## src/verilog/strobe_params.svh

```systemverilog
// What this block does
// - Each strobe pin has its own block: delay chain and postamble gate.
// - Chain has four elements; the pin-side one may add the phase offset.
// - Delay setting comes from the phase-measurement circuit or from fabric.
// - A zero shift bypasses the whole delay chain.
// - Element delay is intrinsic delay plus steps times step delay.
// - Delay and offset settings pass a latch so all elements change together.
// - An update enable, timed by the reference clock, opens the latches.
// - Shifted strobe clocks data capture and is also offered to fabric.
// - A registered postamble control grounds the shifted strobe after a read.
// - Pin element: two input regs, a latch, two output and two enable regs.
// - The active-low second enable register adds a half-cycle write preamble.
// - A select chooses the direct or half-cycle delayed output enable.
// - Tri-state enable is active low by default, optionally active high.
// - Second register clocks from inverted first clock, or on the strobe pin a separate clock.
// - Capture rise loads first register, fall second; latch open while high.
// - The shifted strobe is inverted before the data capture element.
// - Write data launches on a 90 degree offset clock or the shifted strobe.
// - The delay setting is six bits from an up/down counter.
// - Phase offset is -64..63 in lowest frequency mode, else -32..31.
`ifndef STROBE_PARAMS_SVH
`define STROBE_PARAMS_SVH

`define OFF_CTRL        8'h00
`define OFF_FAB_DELAY   8'h04
`define OFF_OFFSET      8'h08
`define OFF_STATUS      8'h0c
`define OFF_CAPTURE     8'h10
`define OFF_WDATA       8'h14

`define CTRL_ZERO_SHIFT 0
`define CTRL_SRC_FABRIC 1
`define CTRL_OFFSET_EN  2
`define CTRL_FREQ_MODE0 3
`define CTRL_INVERT     4
`define CTRL_OUTCLK_DQS 5
`define CTRL_DQS_OE_DLY 6
`define CTRL_DQ_OE_DLY  7
`define CTRL_TRI_HIGH   8
`define CTRL_BCLK_ALT   9
`define CTRL_ALT_INV    10
`define CTRL_DQS_DH     11
`define CTRL_DQS_DL     12
`define CTRL_RESET      13'h0850

`define DELAY_MAX       6'h3f
`define INTRINSIC_CYC   10'h001
`define STEP_CYC        10'h001
`define UPD_PERIOD      4'h8

`endif

```

## src/verilog/strobe_pkg.sv

```systemverilog
package strobe_pkg;
    typedef logic [5:0] delay_t;
    typedef logic signed [6:0] offset_t;
    typedef enum logic [1:0] {
        UPD_WAIT = 2'b01,
        UPD_OPEN = 2'b10
    } upd_state_t;
endpackage : strobe_pkg
```

## src/verilog/ddr_strobe_capture_path.sv

```systemverilog
`timescale 1ns/1ps
`include "strobe_params.svh"
module ddr_strobe_capture_path #(
    parameter int DQ_WIDTH   = 8,
    parameter int HIST_DEPTH = 512
) (
    input  wire logic                  pclk,
    input  wire logic                  presetn,
    input  wire logic [7:0]            paddr,
    input  wire logic                  psel,
    input  wire logic                  penable,
    input  wire logic                  pwrite,
    input  wire logic [31:0]           pwdata,
    output logic      [31:0]           prdata,
    output logic                       pready,
    output logic                       pslverr,
    input  wire logic                  dqs_in,
    output logic                       dqs_out,
    output logic                       dqs_oe,
    input  wire logic [DQ_WIDTH-1:0]   dq_in,
    output logic      [DQ_WIDTH-1:0]   dq_out,
    output logic                       dq_oe,
    input  wire logic                  ref_clk,
    input  wire logic                  sys_clk,
    input  wire logic                  wr_clk,
    input  wire logic                  alt_oe_clk,
    input  wire logic                  meas_up,
    input  wire logic                  meas_dn,
    input  wire logic                  postamble_gate,
    input  wire logic                  write_active,
    output logic                       shifted_strobe,
    output logic                       strobe_bus,
    output strobe_pkg::delay_t         dll_setting,
    output logic      [DQ_WIDTH-1:0]   capt_h,
    output logic      [DQ_WIDTH-1:0]   capt_l
);
    import strobe_pkg::*;

    localparam int TAPW = $clog2(HIST_DEPTH);
    localparam int NA   = 5;

    function automatic logic [9:0] elem_delay(input logic [6:0] steps);
        elem_delay = `INTRINSIC_CYC + 10'(steps) * `STEP_CYC;
    endfunction : elem_delay

    function automatic offset_t clamp_offset(input offset_t v,
                                             input logic mode0);
        if (mode0) clamp_offset = v;
        else if (v > 7'sd31) clamp_offset = 7'sd31;
        else if (v < -7'sd32) clamp_offset = -7'sd32;
        else clamp_offset = v;
    endfunction : clamp_offset

    ////////////////////////////////////////////////////////////////////////
    // Every off-domain input passes two flops; the third stage only
    // remembers the settled level so edges can be found.

    logic [NA-1:0]       sync1, sync2, sync3;
    logic [DQ_WIDTH-1:0] dq_s1, dq_s2;
    wire  logic [NA-1:0] async_in;
    wire  logic [NA-1:0] rise, fall;

    assign async_in = {alt_oe_clk, wr_clk, sys_clk, ref_clk, dqs_in};
    assign rise     = sync2 & ~sync3;
    assign fall     = ~sync2 & sync3;

    always_ff @(posedge pclk or negedge presetn) begin
        if (!presetn) begin
            // The strobe idles high, so its stages start high: no false edge.
            sync1 <= NA'(1);
            sync2 <= NA'(1);
            sync3 <= NA'(1);
            dq_s1 <= '0;
            dq_s2 <= '0;
        end else begin
            sync1 <= async_in;
            sync2 <= sync1;
            sync3 <= sync2;
            dq_s1 <= dq_in;
            dq_s2 <= dq_s1;
        end
    end

    ////////////////////////////////////////////////////////////////////////
    // Registers.

    logic [12:0]             ctrl;
    delay_t                  fab_delay;
    offset_t                 offset_reg;
    logic [2*DQ_WIDTH-1:0]   wdata;
    delay_t                  lat_delay;
    offset_t                 lat_offset;
    upd_state_t              upd_state;
    logic [3:0]              upd_cnt;

    wire logic wr_en = psel & penable & pwrite;
    wire logic sel_ctrl = paddr == `OFF_CTRL;
    wire logic sel_fab  = paddr == `OFF_FAB_DELAY;
    wire logic sel_off  = paddr == `OFF_OFFSET;
    wire logic sel_stat = paddr == `OFF_STATUS;
    wire logic sel_capt = paddr == `OFF_CAPTURE;
    wire logic sel_wd   = paddr == `OFF_WDATA;
    wire logic mapped   = sel_ctrl | sel_fab | sel_off | sel_stat
                        | sel_capt | sel_wd;
    wire logic [31:0] rd_mux =
        sel_ctrl ? 32'(ctrl) :
        sel_fab  ? 32'(fab_delay) :
        sel_off  ? 32'({1'b0, offset_reg}) :
        sel_stat ? {12'h000, upd_state == UPD_OPEN, lat_offset,
                    lat_delay, dll_setting} :
        sel_capt ? 32'({capt_l, capt_h}) :
        sel_wd   ? 32'(wdata) : 32'h0000_0000;

    assign pready  = 1'b1;
    assign pslverr = psel & penable & ~mapped;

    always_ff @(posedge pclk or negedge presetn) begin
        if (!presetn) begin
            ctrl       <= `CTRL_RESET;
            fab_delay  <= '0;
            offset_reg <= '0;
            wdata      <= '0;
            prdata     <= '0;
        end else begin
            if (psel & ~penable) prdata <= rd_mux;
            if (wr_en & sel_ctrl) ctrl <= pwdata[12:0];
            if (wr_en & sel_fab) fab_delay <= pwdata[5:0];
            if (wr_en & sel_off) offset_reg <= pwdata[6:0];
            if (wr_en & sel_wd) wdata <= pwdata[2*DQ_WIDTH-1:0];
        end
    end

    ////////////////////////////////////////////////////////////////////////
    // Delay setting counter and the latched update path.

    wire logic     ref_rise = rise[1];
    wire delay_t   next_delay = ctrl[`CTRL_SRC_FABRIC] ? fab_delay
                                                       : dll_setting;
    wire offset_t  next_offset = clamp_offset(offset_reg,
                                              ctrl[`CTRL_FREQ_MODE0]);
    wire logic     upd_done = ref_rise && upd_cnt == `UPD_PERIOD - 4'h1;

    always_ff @(posedge pclk or negedge presetn) begin
        if (!presetn) begin
            dll_setting <= '0;
        end else if (meas_up && !meas_dn && dll_setting != `DELAY_MAX) begin
            dll_setting <= dll_setting + 6'h01;
        end else if (meas_dn && !meas_up && dll_setting != 6'h00) begin
            dll_setting <= dll_setting - 6'h01;
        end
    end

    // The latch opens for one reference period only after a full update
    // period, so a setting in flight never reaches part of the chain.
    always_ff @(posedge pclk or negedge presetn) begin
        if (!presetn) begin
            upd_state  <= UPD_WAIT;
            upd_cnt    <= '0;
            lat_delay  <= '0;
            lat_offset <= '0;
        end else begin
            case (upd_state)
                UPD_WAIT: begin
                    if (ref_rise) upd_cnt <= upd_cnt + 4'h1;
                    if (upd_done) begin
                        upd_cnt   <= '0;
                        upd_state <= UPD_OPEN;
                    end
                end
                UPD_OPEN: begin
                    lat_delay  <= next_delay;
                    lat_offset <= next_offset;
                    if (ref_rise) upd_state <= UPD_WAIT;
                end
                default: upd_state <= UPD_WAIT;
            endcase
        end
    end

    ////////////////////////////////////////////////////////////////////////
    // Delay chain: element one carries the optional offset.

    wire logic signed [7:0] first_sum = $signed({2'b00, lat_delay})
                                      + 8'(lat_offset);
    wire logic [6:0] first_steps = !ctrl[`CTRL_OFFSET_EN] ? 7'(lat_delay) :
                                   first_sum < 0 ? 7'h00 :
                                   7'(first_sum);
    wire logic [9:0] chain_total = elem_delay(first_steps)
                                 + 10'd3 * elem_delay(7'(lat_delay));
    wire logic [TAPW-1:0] tap = ctrl[`CTRL_ZERO_SHIFT] ? '0 :
        (chain_total > 10'(HIST_DEPTH - 1)) ? TAPW'(HIST_DEPTH - 1) :
        TAPW'(chain_total);
    logic delayed;

    strobe_delay_line #(.DEPTH(HIST_DEPTH)) u_chain (
        .pclk    (pclk),
        .presetn (presetn),
        .d       (sync2[0]),
        .tap     (tap),
        .q       (delayed)
    );

    ////////////////////////////////////////////////////////////////////////
    // Postamble gate and capture clock.

    logic post_reg;
    logic cap_prev;
    wire logic gated = delayed & ~post_reg;
    wire logic cap = ctrl[`CTRL_INVERT] ? ~gated : gated;

    always_ff @(posedge pclk or negedge presetn) begin
        if (!presetn) begin
            post_reg       <= 1'b0;
            shifted_strobe <= 1'b0;
            strobe_bus     <= 1'b1;
            cap_prev       <= 1'b1;
        end else begin
            post_reg       <= postamble_gate;
            shifted_strobe <= gated;
            strobe_bus     <= cap;
            cap_prev       <= cap;
        end
    end

    ////////////////////////////////////////////////////////////////////////
    // Pin elements: data pins launch on the write clock or shifted strobe,
    // the strobe pin on the system clock.

    wire logic outclk_dqs = ctrl[`CTRL_OUTCLK_DQS];
    wire logic wo_high = outclk_dqs ? gated : sync2[3];
    wire logic wo_rise = outclk_dqs ? gated & ~shifted_strobe : rise[3];
    wire logic wo_fall = outclk_dqs ? ~gated & shifted_strobe : fall[3];
    wire logic alt_edge = ctrl[`CTRL_ALT_INV] ? fall[4] : rise[4];
    wire logic b_edge = ctrl[`CTRL_BCLK_ALT] ? alt_edge : fall[2];
    logic dq_tri, dqs_tri;
    logic dqs_q;

    pin_io_element #(.WIDTH(DQ_WIDTH)) u_dq (
        .pclk      (pclk),
        .presetn   (presetn),
        .cap_rise  (cap & ~cap_prev),
        .cap_fall  (~cap & cap_prev),
        .cap_high  (cap),
        .d_in      (dq_s2),
        .cap_h     (capt_h),
        .cap_l     (capt_l),
        .out_rise  (wo_rise),
        .out_fall  (wo_fall),
        .out_high  (wo_high),
        .datain_h  (wdata[DQ_WIDTH-1:0]),
        .datain_l  (wdata[2*DQ_WIDTH-1:DQ_WIDTH]),
        .out_q     (dq_out),
        .oe_rise   (rise[3]),
        .oe_b_edge (fall[3]),
        .oe_sel    (ctrl[`CTRL_DQ_OE_DLY]),
        .oe_req    (write_active),
        .tri_high  (ctrl[`CTRL_TRI_HIGH]),
        .tri_en    (dq_tri)
    );

    pin_io_element #(.WIDTH(1)) u_dqs (
        .pclk      (pclk),
        .presetn   (presetn),
        .cap_rise  (rise[0]),
        .cap_fall  (fall[0]),
        .cap_high  (sync2[0]),
        .d_in      (sync2[0]),
        .cap_h     (),
        .cap_l     (),
        .out_rise  (rise[2]),
        .out_fall  (fall[2]),
        .out_high  (sync2[2]),
        .datain_h  (ctrl[`CTRL_DQS_DH]),
        .datain_l  (ctrl[`CTRL_DQS_DL]),
        .out_q     (dqs_q),
        .oe_rise   (rise[2]),
        .oe_b_edge (b_edge),
        .oe_sel    (ctrl[`CTRL_DQS_OE_DLY]),
        .oe_req    (write_active),
        .tri_high  (ctrl[`CTRL_TRI_HIGH]),
        .tri_en    (dqs_tri)
    );

    // Pin enables are high while driving, whatever the internal polarity.
    assign dqs_out = dqs_q;
    assign dqs_oe  = ctrl[`CTRL_TRI_HIGH] ? dqs_tri : ~dqs_tri;
    assign dq_oe   = ctrl[`CTRL_TRI_HIGH] ? dq_tri : ~dq_tri;
endmodule : ddr_strobe_capture_path

```

## src/verilog/pin_io_element.sv

```systemverilog
`timescale 1ns/1ps
module pin_io_element #(
    parameter int WIDTH = 8
) (
    input  wire logic             pclk,
    input  wire logic             presetn,
    input  wire logic             cap_rise,
    input  wire logic             cap_fall,
    input  wire logic             cap_high,
    input  wire logic [WIDTH-1:0] d_in,
    output logic      [WIDTH-1:0] cap_h,
    output logic      [WIDTH-1:0] cap_l,
    input  wire logic             out_rise,
    input  wire logic             out_fall,
    input  wire logic             out_high,
    input  wire logic [WIDTH-1:0] datain_h,
    input  wire logic [WIDTH-1:0] datain_l,
    output logic      [WIDTH-1:0] out_q,
    input  wire logic             oe_rise,
    input  wire logic             oe_b_edge,
    input  wire logic             oe_sel,
    input  wire logic             oe_req,
    input  wire logic             tri_high,
    output logic                  tri_en
);
    logic [WIDTH-1:0] a_i, b_i, a_o, b_o;
    logic             a_oe_n, b_oe_n;
    wire logic        en_n;

    // With oe_sel set, either enable register being high keeps the pin released; with it clear, only the first.
    assign en_n = oe_sel ? (a_oe_n | b_oe_n) : a_oe_n;
    assign cap_h = a_i;

    always_ff @(posedge pclk or negedge presetn) begin
        if (!presetn) begin
            a_i    <= '0;
            b_i    <= '0;
            cap_l  <= '0;
            a_o    <= '0;
            b_o    <= '0;
            out_q  <= '0;
            a_oe_n <= 1'b1;
            b_oe_n <= 1'b1;
            tri_en <= 1'b1;
        end else begin
            if (cap_rise) a_i <= d_in;
            if (cap_fall) b_i <= d_in;
            if (cap_high) cap_l <= b_i;
            if (out_rise) a_o <= datain_h;
            if (out_fall) b_o <= datain_l;
            out_q <= out_high ? a_o : b_o;
            if (oe_rise) a_oe_n <= ~oe_req;
            if (oe_b_edge) b_oe_n <= a_oe_n;
            tri_en <= tri_high ? ~en_n : en_n;
        end
    end
endmodule : pin_io_element

```

## src/verilog/strobe_delay_line.sv

```systemverilog
`timescale 1ns/1ps
module strobe_delay_line #(
    parameter int DEPTH = 512
) (
    input  wire logic                     pclk,
    input  wire logic                     presetn,
    input  wire logic                     d,
    input  wire logic [$clog2(DEPTH)-1:0] tap,
    output logic                          q
);
    logic [DEPTH-1:0] hist;
    logic [DEPTH-1:0] next_hist;

    // Tap 0 is the newest sample, so a zero tap adds only the one-cycle output register.
    assign next_hist = {hist[DEPTH-2:0], d};

    always_ff @(posedge pclk or negedge presetn) begin
        if (!presetn) begin
            hist <= '0;
            q    <= 1'b0;
        end else begin
            hist <= next_hist;
            q    <= next_hist[tap];
        end
    end
endmodule : strobe_delay_line

```

## config.mk

```make
export PLATFORM = sky130hd
export DESIGN_NAME = ddr_strobe_capture_path
export DESIGN_NICKNAME = d
export VERILOG_FILES = /design/src/verilog/strobe_pkg.sv /design/src/verilog/ddr_strobe_capture_path.sv /design/src/verilog/pin_io_element.sv /design/src/verilog/strobe_delay_line.sv
export VERILOG_INCLUDE_DIRS = /design/src /design/src/verilog
export SDC_FILE = /design/constraint.sdc
export NUM_CORES = 1
export LEC_CHECK = 0
export BUFFER_PORTS_ARGS = -buffer_cell sky130_fd_sc_hd__buf_2
export CAP_MARGIN = 10
export CORE_MARGIN = 1
export CORE_UTILIZATION = 55
export DETAILED_ROUTE_END_ITERATION = 10
export HOLD_SLACK_MARGIN = 0.06
export MAX_ROUTING_LAYER = met4
export PLACE_DENSITY = 0.73
export SETUP_SLACK_MARGIN = 0.05
export SLEW_MARGIN = 20
export SYNTH_ARGS = -nofsm -noshare
export SYNTH_HDL_FRONTEND = slang
export SYNTH_SLANG_ARGS = --single-unit
export TNS_END_PERCENT = 20
```

## constraint.sdc

```tcl
create_clock -name pclk -period 7.2 [get_ports pclk]
set_clock_uncertainty 0.15 [all_clocks]
set_input_delay 0 -clock pclk [delete_from_list [all_inputs] [get_ports pclk]]
set_output_delay 0 -clock pclk [all_outputs]
set_load 0.005 [all_outputs]
```

==> results.toml <==
[sta]
finalCritPeriodShare = 0.869
max_slew.worst_pin.slew_ns = 1.16
sum_of_negative_setup_slack_ns = 0
timing.fmax_mhz = 160
hold_viol_final = 0
max-slew-margin-rel = 0.222
setup_viol_count_final = 0
rsz0062_at_grt = "no"
final_max_slew_viol_count = 0
finalWorstPathRequiredPeriod_ns = 6.26

[logic_synthesis]
synth_async_sr_flop_share = 1.00
syn-instance-count = 2072
post_synthesis_sequential_element_count = 689
synth.top_cells.by_area = "sky130_fd_sc_hd__dfrtp_1 66%, sky130_fd_sc_hd__mux2_2 4.8%, sky130_fd_sc_hd__nand2_1 4.8%"
synth_edf_count = 0
avg_cell_area_syn_um2 = 12.4
synth_top_area_cell = "sky130_fd_sc_hd__dfrtp_1"
syn-cell-area_mm2 = 0.0257
synth_seq_area_share = 0.670
synthFlopType = "sky130_fd_sc_hd__dfrtp_1"
ys.warnings.count = 0
synth_cell_types = 71
yosys.cell_count.top_type = "sky130_fd_sc_hd__dfrtp_1"
synthTopCellsByCount = "676 x sky130_fd_sc_hd__dfrtp_1, 327 x sky130_fd_sc_hd__nand2_1, 110 x sky130_fd_sc_hd__mux2_2"
netlist.area_leader.share = 0.657

[power]
power_density_mw_per_mm2 = 285
p_sw_frac = 0.251
total_power_mw = 8.61
internal_power_mw = 6.45
power.net_switching_mw = 2.16
power.static_leakage_nw = 14.2
power_frac_comb = 0.101
power.clock.fraction = 0.424
sequentialPowerShare = 0.474
vdd_ir_drop_max_mv = 0.217

[route]
residual_drc = 0
number_of_antenna_violating_nets_in_the_routed_design = 0
drt_first_pass_iters = 5
total_vias_in_the_final_route = 17735
detail_route.wl_per_cell_um = 22.8
vias_per_cell = 6.12
drt-initial-drc-count = 1698
routed_wl_mm = 65.9

[floorplan]
dieHeight_um = 218
io-pin-count = 131
starting_utilization_of_the_core_area = 0.562
dieArea_mm2 = 0.0477
die_width_um = 218
design.core.area_mm2 = 0.0458
std_cell_rows = 78

[grt]
grt_first_pass_wirelength_mm = 105
global_route.overflow_total = 0
grt_use_total = 0.295
grt_pass1_vias = 18445
grt_max_degree = 199
antenna_found_initial = 2

[critical_path]
cp_max_fo = 8
crit_arrival_ns = 6.64
worst-endpoint-required_ns = 7.58
timing.critical_path.cells = "ha_1, a21o_1, a21oi_1, o21bai_1, a21oi_1, nor2b_1, o21ai_0, o22ai_1, fa_1, ha_1, a211o_1, and2_4, o311a_4, nor4_2, buf_4, nor2_1, inv_1, nor2_1, or4_1, a32oi_1, mux2_2"
cp.buffers_inverters = 2
critical-path-slowest-cell = "sky130_fd_sc_hd__nor4_2"
setup.worst_path.start_class = "flop"
worst-setup-path-type = "reg2reg"
cp_top_family = "compound AO/OA/AOI/OAI gates"
slowest_delay_ns = 0.79
crit_path_end_kind = "flop"

[clock_tree]
cts_made_buffers = 69
cts_post_setup_buffers_inserted = 0
worstSkewPairLatency_ns = 0.60
cts_root_buffer = "sky130_fd_sc_hd__clkbuf_16"
ctsHoldBuffers = 79
clock_sinks = 689
cts_resized = 0
clkTransAtPathRegs_ns = 0.07
cts-htree-levels = 3
clock_tree_from_tritoncts = "yes"
cts_buffer_depth = 3

[placement]
placedInstanceArea_mm2 = 0.0270
hpwl_mm = 38.4
gpl.final_weighted_congestion = 0.922
placement.io_buffers = 101
dp_cells = 2688

[cells_and_area]
layout_top_registers = "u_chain.hist: 511 flops, prdata: 20 flops, wdata: 16 flops"
stdcell_area_mm2 = 0.0302
fin_cells = 2896
finished_core_util = 0.659
layout_filler_cell_count = 3191
drive_gt1_frac = 0.179
regMostFlops = "u_chain.hist"
flip_flop_count_of_the_largest_register_after_layout = 511
areaGrowthSynthToFinish_pct = 17.2
total_number_of_nets_in_the_final_design = 2332

[outcome]
outcome = "completed"

[job]
max_capacitance_violation_total = 0

[worst_hold_path]
min_path_type = "in2reg"
layout make-up:
| type | instances | area (µm²) | share of cell area |
|---|---|---|---|
| Timing Repair Buffer | 221 | 1770 | 0.0587 |
| Clock buffer | 103 | 2100 | 0.0696 |
| Sequential cell | 689 | 17300 | 0.572 |
| Tap cell | 600 | 751 | 0.0249 |
| Clock inverter | 22 | 234 | 0.00775 |
| Antenna cell | 2 | 5.00 | 0.000166 |
| Multi-Input combinational cell | 1227 | 7940 | 0.263 |
| Inverter | 32 | 120 | 0.00398 |
routing by layer:
layer / up-vias / track usage / wire [µm]
li1: 7656 / - / -
met1: 9147 / 0.402 / 27500
met2: 783 / 0.450 / 31500
met3: 149 / 0.0533 / 4820
met4: 0 / 0.100 / 2060
met5: - / - / 0
power by group through the flow:
stage	Sequential, mW	Clock [mW]	Combinational [mW]
after floorplan	4.12	0	0.481
after global placement	4.15	0	0.808
after detailed placement	4.15	0	0.828
after CTS	4.08	3.69	0.869
after global routing	4.10	3.85	0.946
final	4.09	3.65	0.873
layout by cell type, fill, tap and decap left out, types with 14 or more instances in the layout:
cell type	netlist	layout
sky130_fd_sc_hd__buf_2	15	100
sky130_fd_sc_hd__o211ai_1	18	18
sky130_fd_sc_hd__o31ai_1	16	15
sky130_fd_sc_hd__dlygate4sd3_1	0	78
sky130_fd_sc_hd__xnor2_1	21	20
sky130_fd_sc_hd__ha_1	22	21
sky130_fd_sc_hd__o311ai_0	15	15
sky130_fd_sc_hd__a31oi_1	54	54
sky130_fd_sc_hd__clkbuf_1	86	14
sky130_fd_sc_hd__mux2i_1	35	35
sky130_fd_sc_hd__or3_1	14	14
sky130_fd_sc_hd__a21oi_1	52	52
sky130_fd_sc_hd__nand2_1	327	326
sky130_fd_sc_hd__inv_1	30	30
sky130_fd_sc_hd__and3_1	28	28
sky130_fd_sc_hd__a221oi_1	19	19
sky130_fd_sc_hd__nor2_1	56	55
sky130_fd_sc_hd__mux2_2	110	110
sky130_fd_sc_hd__o221ai_1	24	24
sky130_fd_sc_hd__nand3_1	104	104
sky130_fd_sc_hd__clkbuf_16	0	73
sky130_fd_sc_hd__dfrtp_1	676	676
sky130_fd_sc_hd__clkbuf_8	0	16
sky130_fd_sc_hd__buf_4	13	31
sky130_fd_sc_hd__o22ai_1	29	29
sky130_fd_sc_hd__o21ai_0	81	80
sky130_fd_sc_hd__nor3_1	38	35
final timing paths:
check                                   from                 to  slack [ns]  depth (start not counted)
worst min register to register      sync1[3]           sync2[3]        0.20                          0
worst min-delay path               pwdata[3]            ctrl[3]        0.09                          3
worst max register to register  lat_delay[0]          u_chain.q        0.94                         21
min in group asynchronous            presetn  u_chain.hist[281]        0.44                          4
max in group asynchronous            presetn  u_chain.hist[346]        5.41                          5
worst max-delay path            lat_delay[0]          u_chain.q        0.94                         21
worst reg2reg max path: cells and delay by family, from the launching register on:
| family | cells | cell delay (ns) |
|---|---|---|
| AO/OA/AOI/OAI | 9 | 2.07 |
| adder cells (fa/ha/maj) | 3 | 1.22 |
| buffers and inverters | 2 | 0.39 |
| flip-flops | 1 | 0.49 |
| multiplexers | 1 | 0.17 |
| AND/OR/NAND/NOR | 6 | 1.71 |
cell families after synthesis:
kind of cell / share of synthesized area
xor gates and xnor gates: 0.00919
AOI/OAI and AO/OA: 0.0980
DFF: 0.670
adders and majority gates: 0.0169
other: 0.000292
and+or+nand+nor: 0.110
muxes: 0.0679
buffers and inverters: 0.0276
through the flow:
stage	worst slack [ns]	hold WS (ns)
3_3_place_gp	1.16	-0.0414
5_1_grt	0.639	0.0793
2_1_floorplan	1.88	-0.446
3_5_place_dp	0.972	-0.0403
6_report	0.942	0.0857
4_1_cts	0.962	0.0620
(Power assumes the default switching activity.)
